==> src/include/fsp_params.svh <==
`ifndef FSP_PARAMS_SVH
`define FSP_PARAMS_SVH

// ----------------------------------------
// register map and control field layout
// ----------------------------------------
`define FSP_ADR_W 8
`define FSP_ADDR_CONTROL 8'h68
`define FSP_CTRL_RESET 5'h00
`define FSP_BIT_IRQ_EN 7
`define FSP_BIT_STORE_EN 0
`define FSP_CODE_STORE 5'h01
`define FSP_CODE_ERASE 5'h03
`define FSP_CODE_WRITE 5'h05
`define FSP_CODE_LOCK 5'h09
`define FSP_CODE_REENABLE 5'h11

// ----------------------------------------
// command windows, in clock cycles
// ----------------------------------------
`define FSP_CNT_W 3
`define FSP_CNT_ZERO 3'h0
`define FSP_CNT_ONE 3'h1
`define FSP_STORE_LAST 3'h3
`define FSP_LOAD_LIMIT 3'h3

// ----------------------------------------
// pointer and page buffer geometry
// ----------------------------------------
`define FSP_PTR_MSB 15
`define FSP_WORD_BITS 5
`define FSP_PAGE_WORDS 32
`define FSP_PAGE_BITS 10
`define FSP_WORD_W 16
`define FSP_ERASED_WORD 16'hFFFF
`define FSP_HALT_FIRST_PAGE 10'h3C0
`define FSP_SEL_FUSE_LOW 2'h0
`define FSP_SEL_LOCK 2'h1
`define FSP_SEL_FUSE_EXT 2'h2
`define FSP_SEL_FUSE_HIGH 2'h3

`endif

==> src/include/fsp_pkg.sv <==
package fsp_pkg;

  typedef enum logic [1:0] {FSP_IDLE, FSP_ARMED, FSP_BUSY} fsp_state_type;

  typedef enum logic [1:0] {FSP_OP_NONE, FSP_OP_ERASE, FSP_OP_WRITE, FSP_OP_LOCK} fsp_op_type;

endpackage

==> src/core/fsp_ctrl.sv <==
// The placing of the registers and the Wishbone register port were decided locally.
`timescale 1ns/10ps
`include "fsp_params.svh"
// Contract
// - re-enable with store enable, then store within four cycles, makes section readable.
// - no section re-enable while an erase or write still runs.
// - re-enable written during buffer loading aborts the load, drops buffered data.
// - lock set with store enable, store within four cycles programs lock from low data.
// - lock set bit clears on completion or after four cycles without a store.
// - load within three cycles after lock set returns lock or fuse bits.
// - page write with store enable, store within four cycles writes buffer to page.
// - page write bit clears on completion or after four idle cycles.
// - page erase with store enable erases pointer page; clears on completion or timeout.
// - erase or write to halting section halts the CPU throughout.
// - erase or write to readable section keeps halting section readable.
// - store enable alone stores high:low data at pointer word, LSB ignored.
// - store enable clears after a store or four idle cycles; held during operations.
// - only five command codes in the low bits take effect.
// - flash address is latched at operation start.
// - buffer clears after page write, re-enable write, and system reset.
// - eeprom write during page loading discards the buffered data.
// - enabled ready interrupt stands as long as store enable is clear.
// - busy flag stays set and section reads blocked while section is busy.
// - busy flag clears on re-enable after programming or when page loading starts.
module fsp_ctrl (
  // system
  input wire logic clk_i,
  input wire logic rst_i,
  // wishbone slave
  input wire logic cyc_i,
  input wire logic stb_i,
  input wire logic we_i,
  input wire logic [`FSP_ADR_W-1:0] adr_i,
  input wire logic [3:0] sel_i,
  input wire logic [31:0] dat_i,
  output logic [31:0] dat_o,
  output logic ack_o,
  // cpu instruction side
  input wire logic store_instr_i,
  input wire logic load_instr_i,
  input wire logic [`FSP_PTR_MSB:0] pointer_i,
  input wire logic [7:0] data_low_register_i,
  input wire logic [7:0] data_high_register_i,
  output logic [7:0] load_data_o,
  output logic load_valid_o,
  output logic cpu_halt_o,
  output logic section_read_block_o,
  output logic ready_irq_o,
  // eeprom activity
  input wire logic eeprom_write_i,
  // lock and fuse values
  input wire logic [7:0] lock_bits_i,
  input wire logic [7:0] fuse_low_i,
  input wire logic [7:0] fuse_high_i,
  input wire logic [7:0] fuse_ext_i,
  // flash array
  output logic flash_start_o,
  output fsp_pkg::fsp_op_type flash_op_o,
  output logic [`FSP_PAGE_BITS-1:0] flash_page_o,
  output logic [7:0] flash_lock_data_o,
  input wire logic flash_done_i,
  input wire logic [`FSP_WORD_BITS-1:0] buf_index_i,
  output logic [`FSP_WORD_W-1:0] buf_word_o
);
  import fsp_pkg::*;

  // ----------------------------------------
  // decoding helpers
  // ----------------------------------------
  function automatic logic fsp_code_ok(input logic [4:0] code);
    return (code == `FSP_CODE_STORE) || (code == `FSP_CODE_ERASE) ||
           (code == `FSP_CODE_WRITE) || (code == `FSP_CODE_LOCK) ||
           (code == `FSP_CODE_REENABLE);
  endfunction

  function automatic logic fsp_long_op(input logic [4:0] code);
    return (code == `FSP_CODE_ERASE) || (code == `FSP_CODE_WRITE) ||
           (code == `FSP_CODE_LOCK);
  endfunction

  fsp_state_type state;
  fsp_state_type next_state;
  logic [4:0] cmd;
  logic irq_en;
  logic section_busy;
  logic op_halt;
  logic wb_hit;
  logic ctrl_write;
  logic ctrl_accept;
  logic store_go;
  logic load_go;
  logic tmr_open;
  logic tmr_expire;
  logic [`FSP_CNT_W-1:0] tmr_count;
  logic buf_loaded;
  logic buf_clear;
  logic buf_wr;
  logic op_done;
  logic page_op;
  logic [`FSP_PAGE_BITS-1:0] ptr_page;
  logic halt_target;
  logic [7:0] ctrl_readback;

  // ----------------------------------------
  // request decode
  // ----------------------------------------
  assign wb_hit = cyc_i & stb_i & ~ack_o;
  assign ctrl_write = wb_hit & we_i & sel_i[0] & (adr_i == `FSP_ADDR_CONTROL);
  // writes while busy leave the command bits alone: no re-enable mid-operation
  assign ctrl_accept = ctrl_write && (state != FSP_BUSY) && fsp_code_ok(dat_i[4:0]);
  assign store_go = store_instr_i && !ctrl_write && (state == FSP_ARMED) && tmr_open;
  assign load_go = load_instr_i && !ctrl_write && (state == FSP_ARMED) && tmr_open &&
                   (tmr_count < `FSP_LOAD_LIMIT) && (cmd == `FSP_CODE_LOCK);
  assign op_done = (state == FSP_BUSY) && flash_done_i;
  assign page_op = (cmd == `FSP_CODE_ERASE) || (cmd == `FSP_CODE_WRITE);
  assign ptr_page = pointer_i[`FSP_PTR_MSB:`FSP_WORD_BITS+1];
  assign halt_target = (ptr_page >= `FSP_HALT_FIRST_PAGE);

  fsp_window_timer u_timer (
    .clk_i(clk_i),
    .rst_i(rst_i),
    .start_i(ctrl_accept),
    .stop_i(store_go || load_go),
    .open_o(tmr_open),
    .count_o(tmr_count),
    .expire_o(tmr_expire)
  );

  // ----------------------------------------
  // sequencer
  // ----------------------------------------
  always_comb begin
    next_state = state;
    if (ctrl_accept) begin
      next_state = FSP_ARMED;
    end else begin
      unique case (state)
        FSP_IDLE: begin
          next_state = FSP_IDLE;
        end
        FSP_ARMED: begin
          if (load_go || tmr_expire) begin
            next_state = FSP_IDLE;
          end else if (store_go) begin
            next_state = fsp_long_op(cmd) ? FSP_BUSY : FSP_IDLE;
          end
        end
        FSP_BUSY: begin
          if (flash_done_i) begin
            next_state = FSP_IDLE;
          end
        end
        default: begin
          next_state = FSP_IDLE;
        end
      endcase
    end
  end

  always_ff @(posedge clk_i) begin
    if (rst_i) begin
      state <= FSP_IDLE;
    end else begin
      state <= next_state;
    end
  end

  // command bits, store enable included, stay set through a long operation
  always_ff @(posedge clk_i) begin
    if (rst_i) begin
      cmd <= `FSP_CTRL_RESET;
    end else if (ctrl_accept) begin
      cmd <= dat_i[4:0];
    end else if (tmr_expire || load_go) begin
      cmd <= `FSP_CTRL_RESET;
    end else if (store_go && !fsp_long_op(cmd)) begin
      cmd <= `FSP_CTRL_RESET;
    end else if (op_done) begin
      cmd <= `FSP_CTRL_RESET;
    end
  end

  // enable bit is written on every control write, even an ignored code
  always_ff @(posedge clk_i) begin
    if (rst_i) begin
      irq_en <= 1'b0;
    end else if (ctrl_write) begin
      irq_en <= dat_i[`FSP_BIT_IRQ_EN];
    end
  end

  // ----------------------------------------
  // section state and halting
  // ----------------------------------------
  always_ff @(posedge clk_i) begin
    if (rst_i) begin
      section_busy <= 1'b0;
    end else if (store_go && page_op && !halt_target) begin
      section_busy <= 1'b1;
    end else if (store_go && (cmd == `FSP_CODE_REENABLE)) begin
      section_busy <= 1'b0;
    end else if (store_go && (cmd == `FSP_CODE_STORE)) begin
      section_busy <= 1'b0;
    end
  end

  always_ff @(posedge clk_i) begin
    if (rst_i) begin
      op_halt <= 1'b0;
    end else if (store_go && page_op) begin
      op_halt <= halt_target;
    end else if (op_done) begin
      op_halt <= 1'b0;
    end
  end

  assign cpu_halt_o = op_halt;
  assign section_read_block_o = section_busy;
  assign ready_irq_o = irq_en & ~cmd[`FSP_BIT_STORE_EN];

  // ----------------------------------------
  // flash array command
  // ----------------------------------------
  // page and lock data are captured once, so the pointer is free afterwards
  always_ff @(posedge clk_i) begin
    if (rst_i) begin
      flash_start_o <= 1'b0;
      flash_op_o <= FSP_OP_NONE;
      flash_page_o <= '0;
      flash_lock_data_o <= '0;
    end else begin
      flash_start_o <= store_go && fsp_long_op(cmd);
      if (store_go && (cmd == `FSP_CODE_ERASE)) begin
        flash_op_o <= FSP_OP_ERASE;
        flash_page_o <= ptr_page;
      end else if (store_go && (cmd == `FSP_CODE_WRITE)) begin
        flash_op_o <= FSP_OP_WRITE;
        flash_page_o <= ptr_page;
      end else if (store_go && (cmd == `FSP_CODE_LOCK)) begin
        flash_op_o <= FSP_OP_LOCK;
        flash_lock_data_o <= data_low_register_i;
      end else if (op_done) begin
        flash_op_o <= FSP_OP_NONE;
      end
    end
  end

  // ----------------------------------------
  // temporary page buffer
  // ----------------------------------------
  assign buf_wr = store_go && (cmd == `FSP_CODE_STORE);
  assign buf_clear = (ctrl_accept && (dat_i[4:0] == `FSP_CODE_REENABLE)) ||
                     eeprom_write_i ||
                     (op_done && (flash_op_o == FSP_OP_WRITE));

  fsp_page_buffer u_buffer (
    .clk_i(clk_i),
    .rst_i(rst_i),
    .clear_i(buf_clear),
    .wr_i(buf_wr),
    .wr_index_i(pointer_i[`FSP_WORD_BITS:1]),
    .wr_data_i({data_high_register_i, data_low_register_i}),
    .rd_index_i(buf_index_i),
    .rd_data_o(buf_word_o),
    .loaded_o(buf_loaded)
  );

  // ----------------------------------------
  // lock and fuse readback
  // ----------------------------------------
  always_ff @(posedge clk_i) begin
    if (rst_i) begin
      load_valid_o <= 1'b0;
      load_data_o <= '0;
    end else begin
      load_valid_o <= load_go;
      if (load_go) begin
        unique case (pointer_i[1:0])
          `FSP_SEL_FUSE_LOW: load_data_o <= fuse_low_i;
          `FSP_SEL_LOCK: load_data_o <= lock_bits_i;
          `FSP_SEL_FUSE_EXT: load_data_o <= fuse_ext_i;
          `FSP_SEL_FUSE_HIGH: load_data_o <= fuse_high_i;
        endcase
      end
    end
  end

  // ----------------------------------------
  // wishbone answer
  // ----------------------------------------
  assign ctrl_readback = {irq_en, section_busy, 1'b0, cmd};

  always_ff @(posedge clk_i) begin
    if (rst_i) begin
      ack_o <= 1'b0;
      dat_o <= '0;
    end else begin
      ack_o <= wb_hit;
      if (wb_hit && !we_i && (adr_i == `FSP_ADDR_CONTROL)) begin
        dat_o <= 32'(ctrl_readback);
      end else begin
        dat_o <= '0;
      end
    end
  end
endmodule

==> src/core/fsp_page_buffer.sv <==
`timescale 1ns/10ps
`include "fsp_params.svh"
module fsp_page_buffer (
  // system
  input wire logic clk_i,
  input wire logic rst_i,
  // load side
  input wire logic clear_i,
  input wire logic wr_i,
  input wire logic [`FSP_WORD_BITS-1:0] wr_index_i,
  input wire logic [`FSP_WORD_W-1:0] wr_data_i,
  // drain side
  input wire logic [`FSP_WORD_BITS-1:0] rd_index_i,
  output logic [`FSP_WORD_W-1:0] rd_data_o,
  output logic loaded_o
);
  import fsp_pkg::*;

  logic [`FSP_WORD_W-1:0] mem [`FSP_PAGE_WORDS];

  // discard wins over a write in the same cycle: the load is being thrown away
  always_ff @(posedge clk_i) begin
    if (rst_i || clear_i) begin
      for (int i = 0; i < `FSP_PAGE_WORDS; i++) begin
        mem[i] <= `FSP_ERASED_WORD;
      end
    end else if (wr_i) begin
      mem[wr_index_i] <= wr_data_i;
    end
  end

  always_ff @(posedge clk_i) begin
    if (rst_i || clear_i) begin
      loaded_o <= 1'b0;
    end else if (wr_i) begin
      loaded_o <= 1'b1;
    end
  end

  always_ff @(posedge clk_i) begin
    if (rst_i) begin
      rd_data_o <= `FSP_ERASED_WORD;
    end else begin
      rd_data_o <= mem[rd_index_i];
    end
  end
endmodule

==> src/core/fsp_window_timer.sv <==
`timescale 1ns/10ps
`include "fsp_params.svh"
module fsp_window_timer (
  // system
  input wire logic clk_i,
  input wire logic rst_i,
  // control
  input wire logic start_i,
  input wire logic stop_i,
  // status
  output logic open_o,
  output logic [`FSP_CNT_W-1:0] count_o,
  output logic expire_o
);
  import fsp_pkg::*;

  logic last;

  assign last = (count_o == `FSP_STORE_LAST);
  // a restart in the final cycle wins, so a rewrite never looks like a timeout
  assign expire_o = open_o & last & ~start_i & ~stop_i;

  always_ff @(posedge clk_i) begin
    if (rst_i) begin
      open_o <= 1'b0;
      count_o <= `FSP_CNT_ZERO;
    end else if (start_i) begin
      open_o <= 1'b1;
      count_o <= `FSP_CNT_ZERO;
    end else if (stop_i || expire_o) begin
      open_o <= 1'b0;
    end else if (open_o) begin
      count_o <= count_o + `FSP_CNT_ONE;
    end
  end
endmodule

==> config.mk <==
export PLATFORM = sky130hd
export DESIGN_NAME = fsp_ctrl
export DESIGN_NICKNAME = d
export VERILOG_FILES = /design/src/include/fsp_pkg.sv /design/src/core/fsp_ctrl.sv /design/src/core/fsp_page_buffer.sv /design/src/core/fsp_window_timer.sv
export VERILOG_INCLUDE_DIRS = /design/src /design/src/include
export SDC_FILE = /design/constraint.sdc
export NUM_CORES = 1
export LEC_CHECK = 0
export BUFFER_PORTS_ARGS = -buffer_cell sky130_fd_sc_hd__buf_2
export CORE_ASPECT_RATIO = 1.4
export CORE_MARGIN = 8
export CORE_UTILIZATION = 45
export DETAILED_ROUTE_END_ITERATION = 10
export SETUP_SLACK_MARGIN = 0.1
export SLEW_MARGIN = 20
export SYNTH_ARGS = -nofsm -noshare
export SYNTH_HDL_FRONTEND = slang
export SYNTH_HIERARCHICAL = 1
export SYNTH_SLANG_ARGS = --single-unit
==> constraint.sdc <==
create_clock -name clk_i -period 8.65 [get_ports clk_i]
set_input_delay 0.865 -clock clk_i [delete_from_list [all_inputs] [get_ports clk_i]]
set_output_delay 0.865 -clock clk_i [all_outputs]
set_load 0.005 [all_outputs]
Word level (Yosys, flattened, before mapping)
Memory sizes are Yosys's and may differ from the RTL's. A register that Yosys moved wholly into a read port is not among the register bits.
Cells that the tools add are included.
Operators by class
  add/sub/neg operators: 1
  magnitude comparators: 2
  eq/ne operators: 23
  mux-type cells: 32
  bitwise operators: 17
  reductions and logical operators: 56
Operators by type and width (number)
  case mux 8 bit (4 select lines): 1
  2-to-1 mux 5 bit: 5
  logical AND 1 bit: 24
  2-to-1 mux 10 bit: 2
  2-to-1 mux 16 bit: 1
  OR reduction 16 bit: 1
  2-to-1 mux 1 bit: 15
  2-to-1 mux 2 bit: 7
  logical OR 1 bit: 12
  equality test 5 x 1 -> 1 bit (second input constant): 2
  equality test 5 x 2 -> 1 bit (second input constant): 2
  equality test 5 x 3 -> 1 bit (second input constant): 2
  equality test 5 x 4 -> 1 bit (second input constant): 2
  equality test 5 bit (second input constant): 2
  >= comparator 10 bit (second input constant): 1
  bitwise AND 1 bit: 9
  equality test 2 bit (second input constant): 4
  equality test 8 x 7 -> 1 bit (second input constant): 1
  inverter 1 bit: 8
  nonzero test 4 bit: 2
  AND reduction 2 bit: 3
  nonzero test 2 bit: 3
  nonzero test 3 bit: 2
  OR reduction 2 bit: 3
  other kinds (12): 17
Storage, ports and cells
  flip-flop bits (word level): 77
  RAM bits: 512
  bits of input ports: 122
  output and inout port bits: 82
  memories kept: 1
Memories
  u_buffer.mem: depth 32, bits a word 16, read ports 1, clocked after memory_dff 1, wr ports 32, RTL line fsp_page_buffer.sv:19  | logic [`FSP_WORD_W-1:0] mem [`FSP_PAGE_WORDS];

Depth between registers and ports, before layout
Gate-level depths: netlist of run 1.
  word-level depth: 18
  mapped depth: 11
  depth with buffers taken out: 9

Cells and area by module
Netlist of run 1, hierarchy kept.
Modules (own cells, without submodules)
  fsp_page_buffer: times used 1, cells an instance 1746, area an instance 24481.0 µm², seq. area each 15715.1 µm²
  fsp_ctrl: times used 1, cells an instance 237, area an instance 2406.1 µm², seq. area each 960.9 µm²
  fsp_window_timer: times used 1, cells an instance 23, area an instance 215.2 µm², seq. area each 80.1 µm²

Least setup slack after synthesis of run 1
Ideal clock, no wire load.
  kind: input port to flip-flop
  from: input stb_i
  to: memory u_buffer/mem[14][0] (netlist bit), enable pin
  setup time: 411 ps
  arrival: 3651 ps
  required time: 8239 ps
  path slack: 4588 ps
  stages: 9
  buffers on the path: 2
  cell sequence: and3b_1 nand4_1 and3_1 and3_1 nor2b_1 nand4b_4 buf_2 clkbuf_1 o21ai_0
RTL lines
  start: declaration: RTL line fsp_ctrl.sv:31  | input wire logic stb_i,
  end: declaration: RTL line fsp_page_buffer.sv:19

==> flow_summary_export.csv, run 1 <==
group,metric,value,unit
critical_path,worst-path-max-fanout,44,
critical_path,setup.worst_path.class,"in2reg",
placed_design,dpl_cell_area,0.02791,mm²
critical_path,endpoint_kind,"flop",
min_path,hp-class,"reg2reg",
synth,avgSynthCellArea,13.51,µm²
clock_network,insertion_delay,0.61,ns
clock_network,post_cts_buffers,0,
die,top_level_ports,204,
drt,dr.pass1.iters,5,
final_layout,stdcell_area,0.02969,mm²
critical_path,cp.arrival,5.44,ns
clock_network,ctsHoldBuffers,0,
clock_network,cts_max_level,2,
final_layout,drive_above_1_share,0.2041,
final_layout,layout.nets,2169,
timing,fmax,192.0,MHz
flow_run,max-cap-violations,0,
placed_design,dp_slack,2.811,ns
grt,grt_pass1_vias,16860,
placed_design,portBuffers,149,
drt,drt-vias-per-instance,5.772,
final_layout,utilization,0.4975,
timing,finalHoldViolCount,0,
timing,slew_violations,0,
power_and_ir_drop,ir_drop,129.9,µV
timing,post-route-min-period,5.207,ns
drt,drtIter0Drc,1210,
die,rows,106,
placed_design,placedCellCount,2742,
clock_network,cts_num_sinks,580,
timing,finalSetupViolCount,0,
grt,grt_util_all_layers,0.2086,
drt,drc,0,
die,die_width,223.3,µm
clock_network,clk_path_buf_depth,3,
power_and_ir_drop,cellPowerDensity,191.0,mW/mm²
drt,wire_per_inst,25.83,µm
die,die_y,306.2,µm
timing,rsz0062_at_grt,"false",
final_layout,area_growth,9.663,%
timing,skew,0.01543,ns
drt,totalWireLength,73640,µm
die,start_util,0.4536,
run_status,outcome,"finished, final reports clean",
die,coreArea,0.05968,mm²
power_and_ir_drop,power.leakage,9.291,nW
placed_design,gp_congestion,0.8230,
critical_path,critPathLaunchType,"input port",
critical_path,crit_required,8.88,ns
clock_network,clk_pin_slew,0.06,ns
synth,netlist_instances,2004,
drt,num_vias,16460,
synth,yosys_warnings,6,
placed_design,dpl.hpwl,47000,µm
timing,tns,0,ns
grt,antenna_found_initial,3,
clock_network,cts_root_buf,"clkbuf_16",
die,dieArea,0.06838,mm²
drt,ant_nets,0,
timing,worstMarginPinSlew,1.141,ns
grt,grt_start_max_net_pins,105,
timing,timing.final.crit_share,0.6020,
timing,timing.hold.ws,0.4811,ns
clock_network,cts.repair.resized,0,
grt,grt_pass1_wl,107500,µm
power_and_ir_drop,total_power,5.672,mW
clock_network,numCtsBuffers,56,
synth,syn_area,0.02707,mm²
timing,slew_headroom,0.2390,
timing,setup_ws,3.443,ns
final_layout,fin_cells,2851,
clock_network,cts_tree,"done",
grt,overflow,0,
==> critical path, cell delays in order <==
cell	delay, ns
buf_2	0.12
a211oi_1	0.07
o21ai_0	0.52
nor3_1	0.14
buf_4	0.20
nand2_1	0.08
nand2_1	0.09
nor2_4	0.82
nand4b_4	0.71
nor4_4	1.01
nand2b_1	0.76
==> layout make-up <==
cell class	instances	area, µm²
fillers	5208	29990
flip-flops and latches	580	16740
multi-input cells	1224	9240
clock buffers	71	1500
repair buffers	179	984.7
well taps	756	945.9
clock inverters	34	261.5
inverters	4	15.01
diodes	3	7.507
==> flip-flops by register name (all words and copies together), names as in the netlist, 3 cells and up <==
register,flops
cmd,5
u_buffer/mem,512
flash_page_o,10
dat_o,7
load_data_o,8
u_buffer/rd_data_o,16
flash_lock_data_o,8
u_timer/count_o,3
==> cell usage in the layout, fill, tap and decap left out, types with 6 or more instances in the layout <==
cell	count
a22oi_1	128
nor2_1	40
o21ai_1	13
o21ai_0	6
nand4_1	35
or2_2	114
clkinv_2	13
clkbuf_16	58
buf_2	148
clkinv_1	11
o21bai_1	16
nor2b_1	7
mux4_2	8
nand2_4	15
a21oi_1	7
or3_1	225
nand2_1	27
buf_4	29
or2_1	144
mux2i_1	283
edfxtp_1	512
and2_1	11
conb_1	25
dfxtp_1	68
clkbuf_1	13
nand2b_1	37
==> metal layers <==
metal  part of all wire  GRT usage  vias to the layer above
met2               0.51     0.3668                      472
met5                  0          0                        -
met4              0.032    0.07193                        0
li1                   -          -                     7507
met3              0.053    0.03354                      116
met1               0.40     0.2583                     8362
==> path summary, 6_finish.rpt <==
| kind | end | startpoint | depth (start not counted) | slack (ns) |
|---|---|---|---|---|
| max | u_buffer/mem[2][11] | dat_i[2] | 11 | 3.44 |
| min | cpu_halt_o | cpu_halt_o | 2 | 0.48 |
| max reg2reg | u_buffer/mem[2][11] | ack_o | 10 | 3.53 |
| min reg2reg | cpu_halt_o | cpu_halt_o | 2 | 0.48 |
==> power breakdown <==
| group | internal [mW] | switching (mW) | total [mW] |
|---|---|---|---|
| logic | 0.0674 | 0.200 | 0.268 |
| clock network | 1.32 | 1.05 | 2.37 |
| registers | 3.03 | 0.0000714 | 3.03 |
Power figures use the tool's default switching activity.
==> run 2: changes to the inputs <==
- ABC_AREA: not set -> 1
- clock period: 8.65 -> 5.1 ns (I/O delays scaled with it)
==> run 2 against run 1 <==
  * Combinational power grew to 2.8 times the previous value
  * Cell area is 1.9% higher
  * Utilization is 0.16 points higher
  * Cell count is 41% higher
  * Sequential power is 70% higher
  * Non-clock buffer count is 5 higher
  * Worst setup slack worse by 1.6 ns
  * Register-to-register slack worse by 1.7 ns
==> flow_summary_export.csv, run 2 <==
group,metric,value,unit
timing,tns,0,ns
grt,grt_pass1_vias,20690,
critical_path,worst-path-max-fanout,16,
clock_network,ctsHoldBuffers,0,
critical_path,reg2reg_depth,14,
clock_network,clk_path_buf_depth,3,
grt,overflow,0,
timing,finalSetupViolCount,0,
critical_path,setup.worst_path.class,"reg2reg",
synth,netlist_instances,3128,
clock_network,cts_num_sinks,580,
clock_network,cts.repair.resized,0,
critical_path,critPathLaunchType,"flop",
die,die_width,224.8,µm
critical_path,cp.arrival,3.50,ns
clock_network,cts_tree,"done",
die,rows,107,
clock_network,numCtsBuffers,54,
critical_path,crit_required,5.33,ns
power_and_ir_drop,cellPowerDensity,330.4,mW/mm²
drt,routed.top_layer,"met5",
placed_design,gp_congestion,0.9069,
grt,grt_pass1_wl,120100,µm
final_layout,drive_above_1_share,0.1050,
final_layout,fin_cells,4027,
drt,wire_per_inst,19.94,µm
grt,antenna_found_initial,1,
drt,drtIter0Drc,1815,
timing,finalHoldViolCount,0,
synth,avgSynthCellArea,8.778,µm²
drt,drc,0,
final_layout,regMostFlops,"u_buffer/mem",
critical_path,reg2reg_to,"u_buffer/mem[21][7]",
drt,num_vias,21000,
drt,wl_met1,30210,µm
final_layout,reg.largest.list,"u_buffer/mem (512), u_buffer/rd_data_o (16), flash_page_o (10)",
final_layout,layout.nets,3289,
timing,skew,0.02132,ns
clock_network,clk_pin_slew,0.06,ns
timing,slew_headroom,0.2907,
flow_run,max-cap-violations,0,
die,dieArea,0.06929,mm²
die,top_level_ports,204,
die,die_y,308.3,µm
drt,dr.pass1.iters,7,
placed_design,dpl.hpwl,49700,µm
final_layout,mostFrequentLayoutCell,"nand2_1",
final_layout,fillCellCount,5652,
placed_design,portBuffers,149,
drt,drt-vias-per-instance,5.215,
drt,ant_nets,0,
timing,rsz0062_at_grt,"false",
final_layout,utilization,0.4991,
grt,grt_util_all_layers,0.2283,
drt,totalWireLength,80320,µm
clock_network,cts_max_level,2,
timing,timing.final.crit_share,0.6401,
clock_network,cts_root_buf,"clkbuf_16",
final_layout,area_growth,10.23,%
synth,syn_area,0.02746,mm²
critical_path,rrSetupSlack,1.84,ns
grt,grt_start_max_net_pins,184,
clock_network,post_cts_buffers,0,
timing,slew_violations,0,
timing,post-route-min-period,3.264,ns
run_status,outcome,"finished, final reports clean",
critical_path,timing.rr.start,"state[0]",
min_path,min_from,"pointer_i[8]",
placed_design,placedCellCount,3925,
synth,yosys_warnings,6,
final_layout,most-common-layout-cells,"nand2_1, edfxtp_1, nand3_1",
final_layout,largest_register_ffs,512,
critical_path,cp-startpoint,"state[0]",
drt,wl_met3,5760,µm
timing,fmax,306.3,MHz
critical_path,cp-endpoint,"u_buffer/mem[21][7]",
clock_network,insertion_delay,0.61,ns
critical_path,endpoint_kind,"flop",
die,coreArea,0.06065,mm²
die,start_util,0.4528,
timing,worstMarginPinSlew,1.064,ns
power_and_ir_drop,power.leakage,12.46,nW
power_and_ir_drop,ir_drop,243.3,µV
min_path,hp-class,"in2reg",
drt,met2WireLength,39380,µm
-- run 2: cell types whose count changed in the layout (fill, tap and decap cells not counted), sizes merged, moves of 11 or more --
cell / previous run / this run
nor3: 3 / 14
nand2: 43 / 1362
or3: 225 / 0
o21bai: 16 / 0
mux2i: 283 / 0
nand3: 6 / 378
or2: 258 / 0
nor2: 41 / 127
nand4: 35 / 9
o21ai: 20 / 56
inv: 5 / 350
nand2b: 38 / 0
and2: 11 / 0
a22oi: 128 / 0
-- run 2: area by class of cell --
cell class	instances	area [µm²]	area share
diodes	1	2.502	0.00008268
repair buffers	184	1075	0.03551
inverters	351	1326	0.04382
flip-flops and latches	580	16740	0.5529
clock inverters	27	302.8	0.01000
clock buffers	73	1464	0.04836
multi-input cells	1994	8339	0.2755
well taps	817	1022	0.03377
-- run 2: metrics by stage --
stage	setup slack, ns	instance area (µm²)	hold WS, ns	power [mW]
global route	1.589	30270	0.1198	10.29
floorplan	1.768	27550	0.4346	5.694
global placement	1.580	28470	0.4500	5.988
finish	1.836	30270	0.1251	10.00
detailed placement	1.544	28470	0.4515	5.996
CTS	1.783	30240	0.09028	10.07
-- run 2: worst min-delay path by stage --
stage,end,slack (ns),cells after the start
after CTS,flash_page_o[3],0.09,3
after detailed placement,cpu_halt_o,0.45,2
final,flash_page_o[2],0.13,3
after floorplan,dat_o[6],0.43,2
after global placement,cpu_halt_o,0.45,2
after global routing,flash_page_o[2],0.12,3
-- run 2: power by group --
group	switching (mW)	leakage, nW	total (mW)	internal, mW
clock network	1.74	0.868	4.10	2.36
logic	0.582	7.28	0.745	0.163
registers	0.00241	4.32	5.16	5.15
-- run 2: worst max-delay path, stage by stage (launching register included) --
cell and delay, ns:
dfxtp_1 0.31, inv_1 0.05, nand2_1 0.10, inv_1 0.09
nand2_1 0.13, inv_1 0.09, a21oi_1 0.13, nand2_1 0.10
nor2_4 0.12, inv_2 0.04, nor2_2 0.13, inv_2 0.12
nor3_4 0.63, nand2_1 0.17, nand2_1 0.65
-- run 2: per-layer routing --
layer,track usage,vias to the layer above
met1,0.2707,9956
met3,0.03032,208
met4,0.1300,2
li1,-,9950
met5,0,-
met2,0.3957,885
